File: src/core/fsp_defs.svh
// Constants for the flash sector protection block
`ifndef FSP_DEFS_SVH
`define FSP_DEFS_SVH
// Lock register bit positions
`define FSP_LOCK_REGION_BIT     0
`define FSP_LOCK_PERSIST_BIT    1
`define FSP_LOCK_PASSWORD_BIT   2
`define FSP_LOCK_OTP_BIT        3
`define FSP_LOCK_WIDTH          4
`define FSP_LOCK_READ_WIDTH     16
`define FSP_LOCK_RESERVED       12'hfff
// Password check delay
`define FSP_CLK_PERIOD_NS       20
`define FSP_PW_DELAY_NS         1000
`define FSP_PW_DELAY_CYC        ((`FSP_PW_DELAY_NS + `FSP_CLK_PERIOD_NS - 1) / `FSP_CLK_PERIOD_NS)
`define FSP_PW_WIDTH            64
`endif

File: src/core/fsp_pkg.sv
// Types for the flash sector protection block
`default_nettype none
package fsp_pkg;
  typedef enum logic [3:0] {
    FSP_CMD_NONE,
    FSP_CMD_DYN_SET,
    FSP_CMD_DYN_CLR,
    FSP_CMD_PERS_PROG,
    FSP_CMD_PERS_ERASE_ALL,
    FSP_CMD_FREEZE_SET,
    FSP_CMD_PW_UNLOCK,
    FSP_CMD_PW_PROG,
    FSP_CMD_PW_VERIFY,
    FSP_CMD_LOCK_PROG,
    FSP_CMD_LOCK_READ,
    FSP_CMD_DYN_STATUS,
    FSP_CMD_PERS_STATUS,
    FSP_CMD_FREEZE_STATUS,
    FSP_CMD_ARRAY_WRITE
  } fsp_cmd_t;

  typedef enum logic [1:0] {
    FSP_ST_READ,
    FSP_ST_PW_WAIT,
    FSP_ST_POLL
  } fsp_state_t;
endpackage
`default_nettype wire

File: src/core/fsp_pw_if.sv
// Handshake between the protection core and the password checker
`timescale 1ns/1ps
`default_nettype none
interface fsp_pw_if;
  logic        start;
  logic [63:0] guess;
  logic [63:0] stored;
  logic        done;
  logic        match;
  modport core (output start, output guess, output stored, input done, input match);
  modport chk  (input start, input guess, input stored, output done, output match);
endinterface
`default_nettype wire

File: src/core/fsp_pw_check.sv
// Password comparator with a fixed delay before its answer
`timescale 1ns/1ps
`default_nettype none
`include "fsp_defs.svh"
module fsp_pw_check
  import fsp_pkg::*;
#(
  parameter int DELAY_CYC = `FSP_PW_DELAY_CYC
) (
  input  wire logic i_core_clk,
  input  wire logic i_rst_n,
  fsp_pw_if.chk     pw
);
  typedef struct packed {
    logic        busy;
    logic [15:0] cnt;
    logic        hit;
    logic        done;
  } fsp_chk_t;

  fsp_chk_t s_q;
  fsp_chk_t s_d;

  always_comb begin
    s_d      = s_q;
    s_d.done = 1'b0;
    if (!s_q.busy && pw.start) begin
      s_d.busy = 1'b1;
      s_d.cnt  = 16'h0000;
      s_d.hit  = (pw.guess == pw.stored);
    end else if (s_q.busy) begin
      if (s_q.cnt == 16'(DELAY_CYC - 1)) begin
        s_d.busy = 1'b0;
        s_d.done = 1'b1;
      end else begin
        s_d.cnt = s_q.cnt + 16'h0001;
      end
    end
  end

  always_ff @(posedge i_core_clk or negedge i_rst_n) begin
    if (!i_rst_n) begin
      s_q <= '0;
    end else begin
      s_q <= s_d;
    end
  end

  assign pw.done  = s_q.done;
  assign pw.match = s_q.hit;
endmodule
`default_nettype wire

File: src/core/fsp_core.sv
// Sector protection core: protect bits, freeze bit, lock register, pins
`timescale 1ns/1ps
`default_nettype none
`include "fsp_defs.svh"
// Summary of operation
// - One volatile dynamic protect bit per sector, changeable any number of times.
// - Dynamic set writes 0 (protected); clear writes 1.
// - Sector protected if dynamic or persistent bit is 0; freeze irrelevant.
// - Persistent mode: freeze comes up 1; persistent bits keep values.
// - Dynamic bits load the build option at reset; default all cleared.
// - Persistent bits frozen while freeze bit is 0.
// - Program or erase to protected sector: brief polling, no change, back to read.
// - Status reads return dynamic bit, persistent bit and freeze bit.
// - Password mode forces freeze to locked at reset.
// - Password unlock with 64-bit value clears freeze on match only.
// - Each password compare waits a fixed 1 us.
// - Password mode lock makes password unreadable and unprogrammable.
// - Password unlock ignored in persistent mode.
// - Freeze initialised from password mode lock; only unlock clears it there.
// - Lock register: region protect, persistent lock, password lock, OTP bit.
// - Reserved upper lock register bits read as ones.
// - Write-protect pin low refuses program and erase on outermost boot sectors.
// - Program boost pin low locks every sector.
// - Protect bits act the same at boost high-voltage or logic high.
// - Dedicated command sets freeze to 0; only reset in persistent mode or password unlock clears it.
// - Persistent bits programmed singly, erased all at once, blocked when frozen.
// - Both mode locks at once abort; each mode lock blocks the other.
module fsp_core
  import fsp_pkg::*;
#(
  parameter int          SECTORS   = 16,
  parameter int          SEC_W     = 4,
  parameter int          BOOT_LO   = 2,
  parameter int          BOOT_HI   = 2,
  parameter bit          DYN_INIT  = 1'b1,
  parameter int          POLL_CYC  = 4,
  parameter int          PW_DELAY  = `FSP_PW_DELAY_CYC
) (
  input  wire logic               i_core_clk,
  input  wire logic               i_rst_n,
  input  wire logic               i_cmd_valid,
  input  wire fsp_cmd_t           i_cmd,
  input  wire logic [SEC_W-1:0]   i_sector,
  input  wire logic [63:0]        i_data,
  input  wire logic               i_wp_n,
  input  wire logic               i_boost_n,
  input  wire logic [SECTORS-1:0] i_pers_nv,
  input  wire logic [3:0]         i_lock_nv,
  input  wire logic [63:0]        i_pw_nv,
  output logic                    o_busy,
  output logic                    o_poll,
  output logic                    o_array_go,
  output logic                    o_array_refused,
  output logic                    o_rd_valid,
  output logic [63:0]             o_rd_data,
  output logic                    o_lock_abort,
  output logic [SECTORS-1:0]      o_pers_bits,
  output logic [3:0]              o_lock_bits,
  output logic [63:0]             o_pw_bits
);
  typedef struct packed {
    fsp_state_t            st;
    logic                  busy;
    logic [SECTORS-1:0]    dyn;
    logic [SECTORS-1:0]    pers;
    logic                  freeze;
    logic [3:0]            lock;
    logic [63:0]           pw;
    logic                  loaded;
    logic [7:0]            cnt;
    logic                  poll;
    logic                  go;
    logic                  refused;
    logic                  rd_valid;
    logic [63:0]           rd_data;
    logic                  abort;
    logic                  pw_start;
    logic [63:0]           guess;
  } fsp_core_state_t;

  fsp_core_state_t s_q;
  fsp_core_state_t s_d;

  fsp_pw_if pw_bus ();

  fsp_pw_check #(
    .DELAY_CYC (PW_DELAY)
  ) u_pw_check (
    .i_core_clk (i_core_clk),
    .i_rst_n    (i_rst_n),
    .pw         (pw_bus.chk)
  );

  assign pw_bus.start  = s_q.pw_start;
  assign pw_bus.guess  = s_q.guess;
  assign pw_bus.stored = s_q.pw;

  logic [SECTORS-1:0] boot_mask;
  logic               sec_prot;
  logic               pw_mode;
  logic               pw_locked;
  logic [3:0]         lock_req;

  // ----------------------------------------------------------------
  // Boot sector map
  // ----------------------------------------------------------------
  genvar g;
  generate
    for (g = 0; g < SECTORS; g++) begin : g_boot
      assign boot_mask[g] = (g < BOOT_LO) || (g >= SECTORS - BOOT_HI);
    end
  endgenerate

  always_comb begin
    pw_mode   = ~s_q.lock[`FSP_LOCK_PASSWORD_BIT];
    pw_locked = pw_mode;
    lock_req  = i_data[3:0];
    // boost level beyond logic high has no effect
    sec_prot  = ~(s_q.dyn[i_sector] & s_q.pers[i_sector]);
    if (!i_wp_n && boot_mask[i_sector]) begin
      sec_prot = 1'b1;
    end
    if (!i_boost_n) begin
      sec_prot = 1'b1;
    end
  end

  // ----------------------------------------------------------------
  // Command handling
  // ----------------------------------------------------------------
  always_comb begin
    s_d          = s_q;
    s_d.go       = 1'b0;
    s_d.refused  = 1'b0;
    s_d.rd_valid = 1'b0;
    s_d.abort    = 1'b0;
    s_d.pw_start = 1'b0;
    if (!s_q.loaded) begin
      // Non-volatile copies are caught after reset release, not under reset
      s_d.loaded = 1'b1;
      // persistent bits keep their stored values
      s_d.pers   = i_pers_nv;
      s_d.lock   = i_lock_nv;
      s_d.pw     = i_pw_nv;
      s_d.freeze = i_lock_nv[`FSP_LOCK_PASSWORD_BIT];
    end else begin
      unique case (s_q.st)
        FSP_ST_READ: begin
          if (i_cmd_valid) begin
            unique case (i_cmd)
              FSP_CMD_DYN_SET: begin
                s_d.dyn[i_sector] = 1'b0;
              end
              FSP_CMD_DYN_CLR: begin
                s_d.dyn[i_sector] = 1'b1;
              end
              FSP_CMD_PERS_PROG: begin
                if (s_q.freeze) begin
                  s_d.pers[i_sector] = 1'b0;
                end
              end
              FSP_CMD_PERS_ERASE_ALL: begin
                if (s_q.freeze) begin
                  s_d.pers = '1;
                end
              end
              FSP_CMD_FREEZE_SET: begin
                s_d.freeze = 1'b0;
              end
              FSP_CMD_PW_UNLOCK: begin
                if (pw_mode) begin
                  s_d.pw_start = 1'b1;
                  s_d.guess    = i_data;
                  s_d.st       = FSP_ST_PW_WAIT;
                end
              end
              FSP_CMD_PW_PROG: begin
                if (!pw_locked) begin
                  s_d.pw = s_q.pw & i_data;
                end
              end
              FSP_CMD_PW_VERIFY: begin
                s_d.rd_valid = 1'b1;
                s_d.rd_data  = pw_locked ? 64'h0000000000000000 : s_q.pw;
              end
              FSP_CMD_LOCK_PROG: begin
                // both together, or crossing modes, abort
                if ((!lock_req[`FSP_LOCK_PERSIST_BIT] && !lock_req[`FSP_LOCK_PASSWORD_BIT])
                    || (!lock_req[`FSP_LOCK_PASSWORD_BIT] && !s_q.lock[`FSP_LOCK_PERSIST_BIT])
                    || (!lock_req[`FSP_LOCK_PERSIST_BIT] && !s_q.lock[`FSP_LOCK_PASSWORD_BIT])) begin
                  s_d.abort = 1'b1;
                end else begin
                  // one-time bits only go to 0
                  s_d.lock = s_q.lock & lock_req;
                end
              end
              FSP_CMD_LOCK_READ: begin
                s_d.rd_valid = 1'b1;
                s_d.rd_data  = {48'h000000000000, `FSP_LOCK_RESERVED, s_q.lock};
              end
              FSP_CMD_DYN_STATUS: begin
                s_d.rd_valid = 1'b1;
                s_d.rd_data  = {63'h0, s_q.dyn[i_sector]};
              end
              FSP_CMD_PERS_STATUS: begin
                s_d.rd_valid = 1'b1;
                s_d.rd_data  = {63'h0, s_q.pers[i_sector]};
              end
              FSP_CMD_FREEZE_STATUS: begin
                s_d.rd_valid = 1'b1;
                s_d.rd_data  = {63'h0, s_q.freeze};
              end
              FSP_CMD_ARRAY_WRITE: begin
                if (sec_prot) begin
                  s_d.refused = 1'b1;
                  s_d.poll    = 1'b1;
                  s_d.cnt     = 8'h00;
                  s_d.st      = FSP_ST_POLL;
                end else begin
                  s_d.go = 1'b1;
                end
              end
              default: begin
              end
            endcase
          end
        end
        FSP_ST_PW_WAIT: begin
          if (pw_bus.done) begin
            // clear on match, nothing on mismatch
            if (pw_bus.match) begin
              s_d.freeze = 1'b1;
            end
            s_d.st = FSP_ST_READ;
          end
        end
        FSP_ST_POLL: begin
          if (s_q.cnt == 8'(POLL_CYC - 1)) begin
            s_d.poll = 1'b0;
            s_d.st   = FSP_ST_READ;
          end else begin
            s_d.cnt = s_q.cnt + 8'h01;
          end
        end
      endcase
    end
    // Busy is registered so the port comes straight from a flop
    s_d.busy = (s_d.st != FSP_ST_READ) || !s_d.loaded;
  end

  always_ff @(posedge i_core_clk or negedge i_rst_n) begin
    if (!i_rst_n) begin
      s_q        <= '0;
      s_q.busy   <= 1'b1;
      s_q.dyn    <= {SECTORS{DYN_INIT}};
      s_q.pers   <= '1;
      s_q.lock   <= 4'hf;
      s_q.pw     <= '1;
      s_q.freeze <= 1'b1;
    end else begin
      s_q <= s_d;
    end
  end

  // ----------------------------------------------------------------
  // Outputs
  // ----------------------------------------------------------------
  assign o_busy          = s_q.busy;
  assign o_poll          = s_q.poll;
  assign o_array_go      = s_q.go;
  assign o_array_refused = s_q.refused;
  assign o_rd_valid      = s_q.rd_valid;
  assign o_rd_data       = s_q.rd_data;
  assign o_lock_abort    = s_q.abort;
  assign o_pers_bits     = s_q.pers;
  assign o_lock_bits     = s_q.lock;
  assign o_pw_bits       = s_q.pw;
endmodule
`default_nettype wire

File: config.mk
export PLATFORM = sky130hd
export DESIGN_NAME = fsp_core
export DESIGN_NICKNAME = d
export VERILOG_FILES = /design/src/core/fsp_pkg.sv /design/src/core/fsp_pw_if.sv /design/src/core/fsp_pw_check.sv /design/src/core/fsp_core.sv
export VERILOG_INCLUDE_DIRS = /design/src /design/src/core
export SDC_FILE = /design/constraint.sdc
export NUM_CORES = 1
export LEC_CHECK = 0
export BUFFER_PORTS_ARGS = -buffer_cell sky130_fd_sc_hd__buf_4
export CAP_MARGIN = 10
export CORE_MARGIN = 2
export CORE_UTILIZATION = 55
export DETAILED_ROUTE_END_ITERATION = 12
export GPL_TIMING_DRIVEN = 0
export PLACE_DENSITY = 0.81
export RECOVER_POWER = 25
export REMOVE_ABC_BUFFERS = 1
export SLEW_MARGIN = 15
export SYNTH_ARGS = -nofsm -noshare
export SYNTH_HDL_FRONTEND = slang
export SYNTH_SLANG_ARGS = --single-unit
File: constraint.sdc
create_clock -name i_core_clk -period 2.6 [get_ports i_core_clk]
set_input_delay 0.13 -clock i_core_clk [delete_from_list [all_inputs] [get_ports i_core_clk]]
set_output_delay 0.13 -clock i_core_clk [all_outputs]
set_load 0.01 [all_outputs]
# After elaboration in Yosys (flattened, before gate mapping)
# Memories as Yosys holds them, arrays and structs flattened.
# Cells that the tools add are included.
[classes]
addsub = 2
order_cmp = 2
n_eq_ne = 39
mux = 56
bitwise = 9
reduce_logical = 30
[ops]
columns = ["cell", "n"]
rows = [
  ["case mux 65 bit (5 select lines)", 1],
  ["2-to-1 mux 133 bit", 2],
  ["2-to-1 mux 64 bit", 3],
  ["2-to-1 mux 85 bit", 2],
  ["2-to-1 mux 142 bit", 1],
  ["2-to-1 mux 65 bit", 2],
  ["2-to-1 mux 68 bit", 1],
  ["AND 64 bit", 1],
  ["equality test 64 bit", 1],
  ["2-to-1 mux 16 bit", 4],
  ["case mux 16 bit (2 select lines)", 2],
  ["2-to-1 mux 17 bit", 2],
  ["AND 16 bit", 2],
  ["equality test 4 bit (second input constant)", 7],
  ["2-to-1 mux 1 bit", 18],
  ["case mux 9 bit (2 select lines)", 1],
  ["adder 16 x 1 -> 16 bit (second input constant)", 1],
  ["equality test 16 x 6 -> 1 bit (second input constant)", 1],
  ["equality test 4 x 3 -> 1 bit (second input constant)", 4],
  ["inverter 16 bit", 1],
  ["bitwise OR 16 bit", 1],
  ["AND reduction 4 bit", 4],
  ["AND reduction 5 bit", 3],
  ["2-to-1 mux 2 bit", 6],
  ["33 further kinds", 67],
]
[word_totals]
ff_bits = 266
romBits = 16
input_bits = 161
elab_cells = 160
mem_count = 1
[memory_table]
columns = ["name", "words", "word_bits", "read_ports", "rd_clocked_by_memory_dff", "wr", "line", "source"]
rows = [
  ["(no name shown)", 16, 1, 1, 0, 0, "fsp_core.sv:120", "if (!i_wp_n && boot_mask[i_sector]) begin"],
]

# Longest topological paths before layout
[logic_depth]
depth_word = 12
mapped_depth = 10
mapped_depth_nobuf = 8

# Modules after synthesis
# Synthesis repeated with hierarchy kept, for this count alone.
[hier_totals]
cells_unflattened = 1479
hier_area_um2 = 13685.6
[modules_own_cells]
columns = ["mod", "n_inst", "cells_each", "area_per_inst_um2"]
rows = [
  ["fsp_core", 1, 1283, 11921.4],
  ["fsp_pw_check", 1, 196, 1764.2],
]

# Least setup slack after synthesis
# No wires, ideal clock.
[synth_path]
kind = "register -> register"
start = "register s_q[245] (netlist name)"
end = "register with a tool-made name"
setup_time_ns = 0.082
t_arrival_ns = 2.088
setup_slack_ns = 0.430
path_stages_with_launch = 9
n_path_buf = 1
period_less_slack_ns = 2.170
cell_sequence = "dfrtp_1 inv_1 ha_1 clkbuf_1 nand3_1 a2111oi_2 nand3b_1 nor3_1 mux2_2"
[synth_lines]
columns = ["element", "line", "source"]
rows = [
  ["from (decl)", "fsp_core.sv:81", "fsp_core_state_t s_q;"],
]

# Final worst setup path
[layout_path]
start = "register s_q[142] (netlist name)"
end = "register s_q (netlist bit o_rd_data[57])"
[layout_via]
elab_chain_len = 1
[layout_rtl]
columns = ["element"]
rows = [
  ["AND reduction 4 bit (no line)"],
]
# No other way between the ends.
# A chain may end at the register's enable or synchronous reset.

==> results.md <==
- Starting density of the core: between 50% and 60%
- All-Layer GR Usage: 31.7%
- Port Buf Inserts: 314
- Most common cell after layout, fill and taps aside: buf_4
- Storage cell area: 6790 um2
- Comb power frac: 19.0%
- Leakage power figure: 8.47 nW
- Flops & latches, synth: approximately 270
- Commonest non-fill, non-tap cells in the layout: buf_4 (311), dfrtp_1 (163), nand2_1 (154)
- CTS tree: done
- Layout filler cell count: 1,504
- Footprint of the multi-input gates: approximately 5200 um2
- Seq/Total Area, Yosys: 49.5%
- EDFF count, synth: 0
- First-pass GRT wire length: 66,300 um
- Status: finished, violations left
- Fin util: 73.6%
- Synth unique cells: 67
- Initial antenna violation count: 0
- Share of cells above drive strength 1: 34.4%
- FP Rows: 57
- Post-DP HPWL: 24,400 um
- Final non-filler cell total: around 2.0k
- Vias in the first global route: around 12k
- Yosys warns: 0
- Vias per inst: 5.84
- DIE HEIGHT: 162 um
- Max Cap Viol: 1
- Clock slew at reported path FFs: 0.06 ns
- Peak supply drop: 0.612 mV
- RSZ-0062 raised after global routing: no
- Tcrit/Tclk final: between 90 and 100%
- Hold WS: roughly 0.049 ns
- Top_reg_cell synth: dfrtp_1
- # nets final: 1,834
- TritonCTS buffer count: 29
- Cell count after synthesis: 1,361
- Worst R2R Setup Slack: 0.09 ns
- Number of diodes: 0
- Top-area cell type share of the netlist area: 29.9%
- Setup CP Type: flop to flop
- Residual DRC count: 0
- Die width: ~160 um
- Count of final setup violators: 0
- Fmax: 399 MHz
- Worst Max-Slew Pin Slew: 2.10 ns
- Cell accounting for the most synthesized area: dfrtp_1
- H-tree depth: 1
- Asr flop ratio synth: 100%
- Core area: 24,400 um2
- Switching portion of total power: between 20% and 30%
- Net Switching: between 0.003 and 0.004 W
- Req. time, crit path: 3.07 ns
- Clock Skew: 0.0186 ns
- Worst reg2reg path depth: 7
- Violated checks: capacitance limit, slew limit
- Setup_tns: 0 ns
- Clk_lat worst skew: approximately 0.56 ns
- Die area: 26,200 um2
- Hold WC Path Type: input pin to flop
- Min Tclk post-route: 2.51 ns
- Final Hold Fails: 0
- Drt initial violations: 1,107
- Placer Congestion: ~0.86
- Pin count of the biggest net entering global routing: between 100 and 150
- Maximum buffer depth of the clock tree: 3
- Largest cells by area after synthesis: dfrtp_1 (30%), dfstp_2 (20%), buf_4 (8.2%)
- Post-DRT Antenna Nets: 0
- Boundary Pins: 315
- Crit path max fanout: 56
- Worst EP arrival: 2.98 ns
- Worst Hold Depth: 3
- Placed instance count: between 1.5k and 2k
- Worst slew margin: -40.2%
- Area growth, synth to finish: 31.1%
- Grt ovf: 0
- Clk root buf: clkbuf_16
- First-pass DRT Iterations: 5
- CP startpoint kind: flop
- Vias after detailed routing: 11.8k
- Crit. End Element: flop
- Pins over their slew limit: 88
- Clock share of power: a little under two fifths
- Clk sink count: between 200 and 300
- Internal Pwr Total: around 0.0084 W
- P per Cell Area: 651 nW/um2
- Syn_area_per_cell: 10.1 um2
- Routed WL: 42,600 um
- Seq pwr share: around 43%
- Netlist Area Pre-Place: between 10,000 and 15,000 um2
- Drt wl/cell: 21.2 um
sequential cells by signal (all words and copies together), names as in the netlist, named ones only:
| signal | count |
|---|---|
| o_array_go | 1 |
| o_array_refused | 1 |
| o_busy | 1 |
| o_lock_abort | 1 |
| o_lock_bits | 4 |
| o_pers_bits | 16 |
| o_poll | 1 |
| o_pw_bits | 64 |
| o_rd_data | 64 |
| o_rd_valid | 1 |
| pw_bus.guess | 64 |
| pw_bus.start | 1 |
| s_q | 12 |
| u_pw_check.pw.done | 1 |
| u_pw_check.pw.match | 1 |
| u_pw_check.s_q | 17 |
power groups by stage:
stage | registers (W) | logic (W) | clock network [W]
3_3_place_gp | 0.00511 | 0.00175 | 0
2_1_floorplan | 0.00511 | 0.000872 | 0
5_1_grt | 0.00512 | 0.00239 | 0.00462
6_report | 0.00508 | 0.00222 | 0.00439
3_5_place_dp | 0.00511 | 0.00187 | 0
4_1_cts | 0.00503 | 0.00211 | 0.00440
cells in the mapped netlist, types with 9 or more instances:
library cell	n
a211oi_1	18
a21oi_1	22
buf_4	149
clkbuf_1	57
dfrtp_1	164
dfstp_2	102
inv_1	91
mux2_2	81
mux2i_1	12
nand2_1	154
nand3_1	65
nand4_1	16
nor2_1	72
nor2b_1	9
nor3_1	11
nor4_1	13
o211ai_1	67
o21ai_0	92
xnor2_1	28
xor2_1	32
cell type report:
type / instances / area share (%)
Tap cell: 324 / 2.26
Clock buffer: 38 / 4.40
Sequential cell: 266 / 37.8
Multi-Input combinational cell: 786 / 29.0
Clock inverter: 16 / 1.23
Timing Repair Buffer: 492 / 23.4
Inverter: 92 / 1.99
critical path, cell delays in order, from the launching register on:
cell      delay [ns]
dfrtp_4         0.57
buf_12          0.30
nand3_2         0.26
or2_4           0.42
buf_12          0.22
clkinv_8        0.25
nand3_1         0.19
nand2_1         0.12
routing by layer:
metal | up-vias | global-route usage [%] | routed length [um]
met2 | 696 | 54.3 | 21100
li1 | 5123 | - | -
met1 | 5814 | 39.9 | 16400
met4 | 0 | 12.3 | 1570
met3 | 133 | 5.98 | 3510
met5 | - | 0 | 0
final timing paths:
path,start,endpoint
worst max-delay path,s_q[142],o_rd_data[57]
min in group asynchronous,i_rst_n,o_array_go
worst max register to register,s_q[142],o_rd_data[57]
max in group asynchronous,i_rst_n,o_pw_bits[57]
worst min-delay path,i_cmd_valid,o_lock_abort
worst min register to register,o_rd_data[60],o_rd_data[60]
stage by stage:
step | cell area, um2 | power, W | worst slack, ns
after CTS | 17900 | 0.0115 | 0.0179
after global routing | 18000 | 0.0121 | 0.00181
final | 18000 | 0.0117 | 0.0934
after global placement | 15000 | 0.00686 | -6.81
after floorplan | 12200 | 0.00598 | -3.15
after detailed placement | 15300 | 0.00698 | -0.682
cell families after synthesis:
| logic type | synth area share, % |
|---|---|
| compound gates | 11.7 |
| xor+xnor | 3.83 |
| fa+ha+maj | 0.548 |
| buf+inv | 13.2 |
| flops | 49.5 |
| mux | 8.66 |
| other cells | 0.0274 |
| simple gates | 12.5 |
what timing repair did:
| action | 4_1_cts | 5_1_grt |
|---|---|---|
| setup endpoints to repair | 86 | 97 |
| pin swaps | 1 | 2 |
| setup buffers | 4 | 7 |
| gates resized for setup | 7 | 7 |
| cloned | 0 | 1 |
| hold buffers | 153 | 0 |
| endpoints found under the hold margin | 198 | 0 |
(Power assumes the default switching activity.)
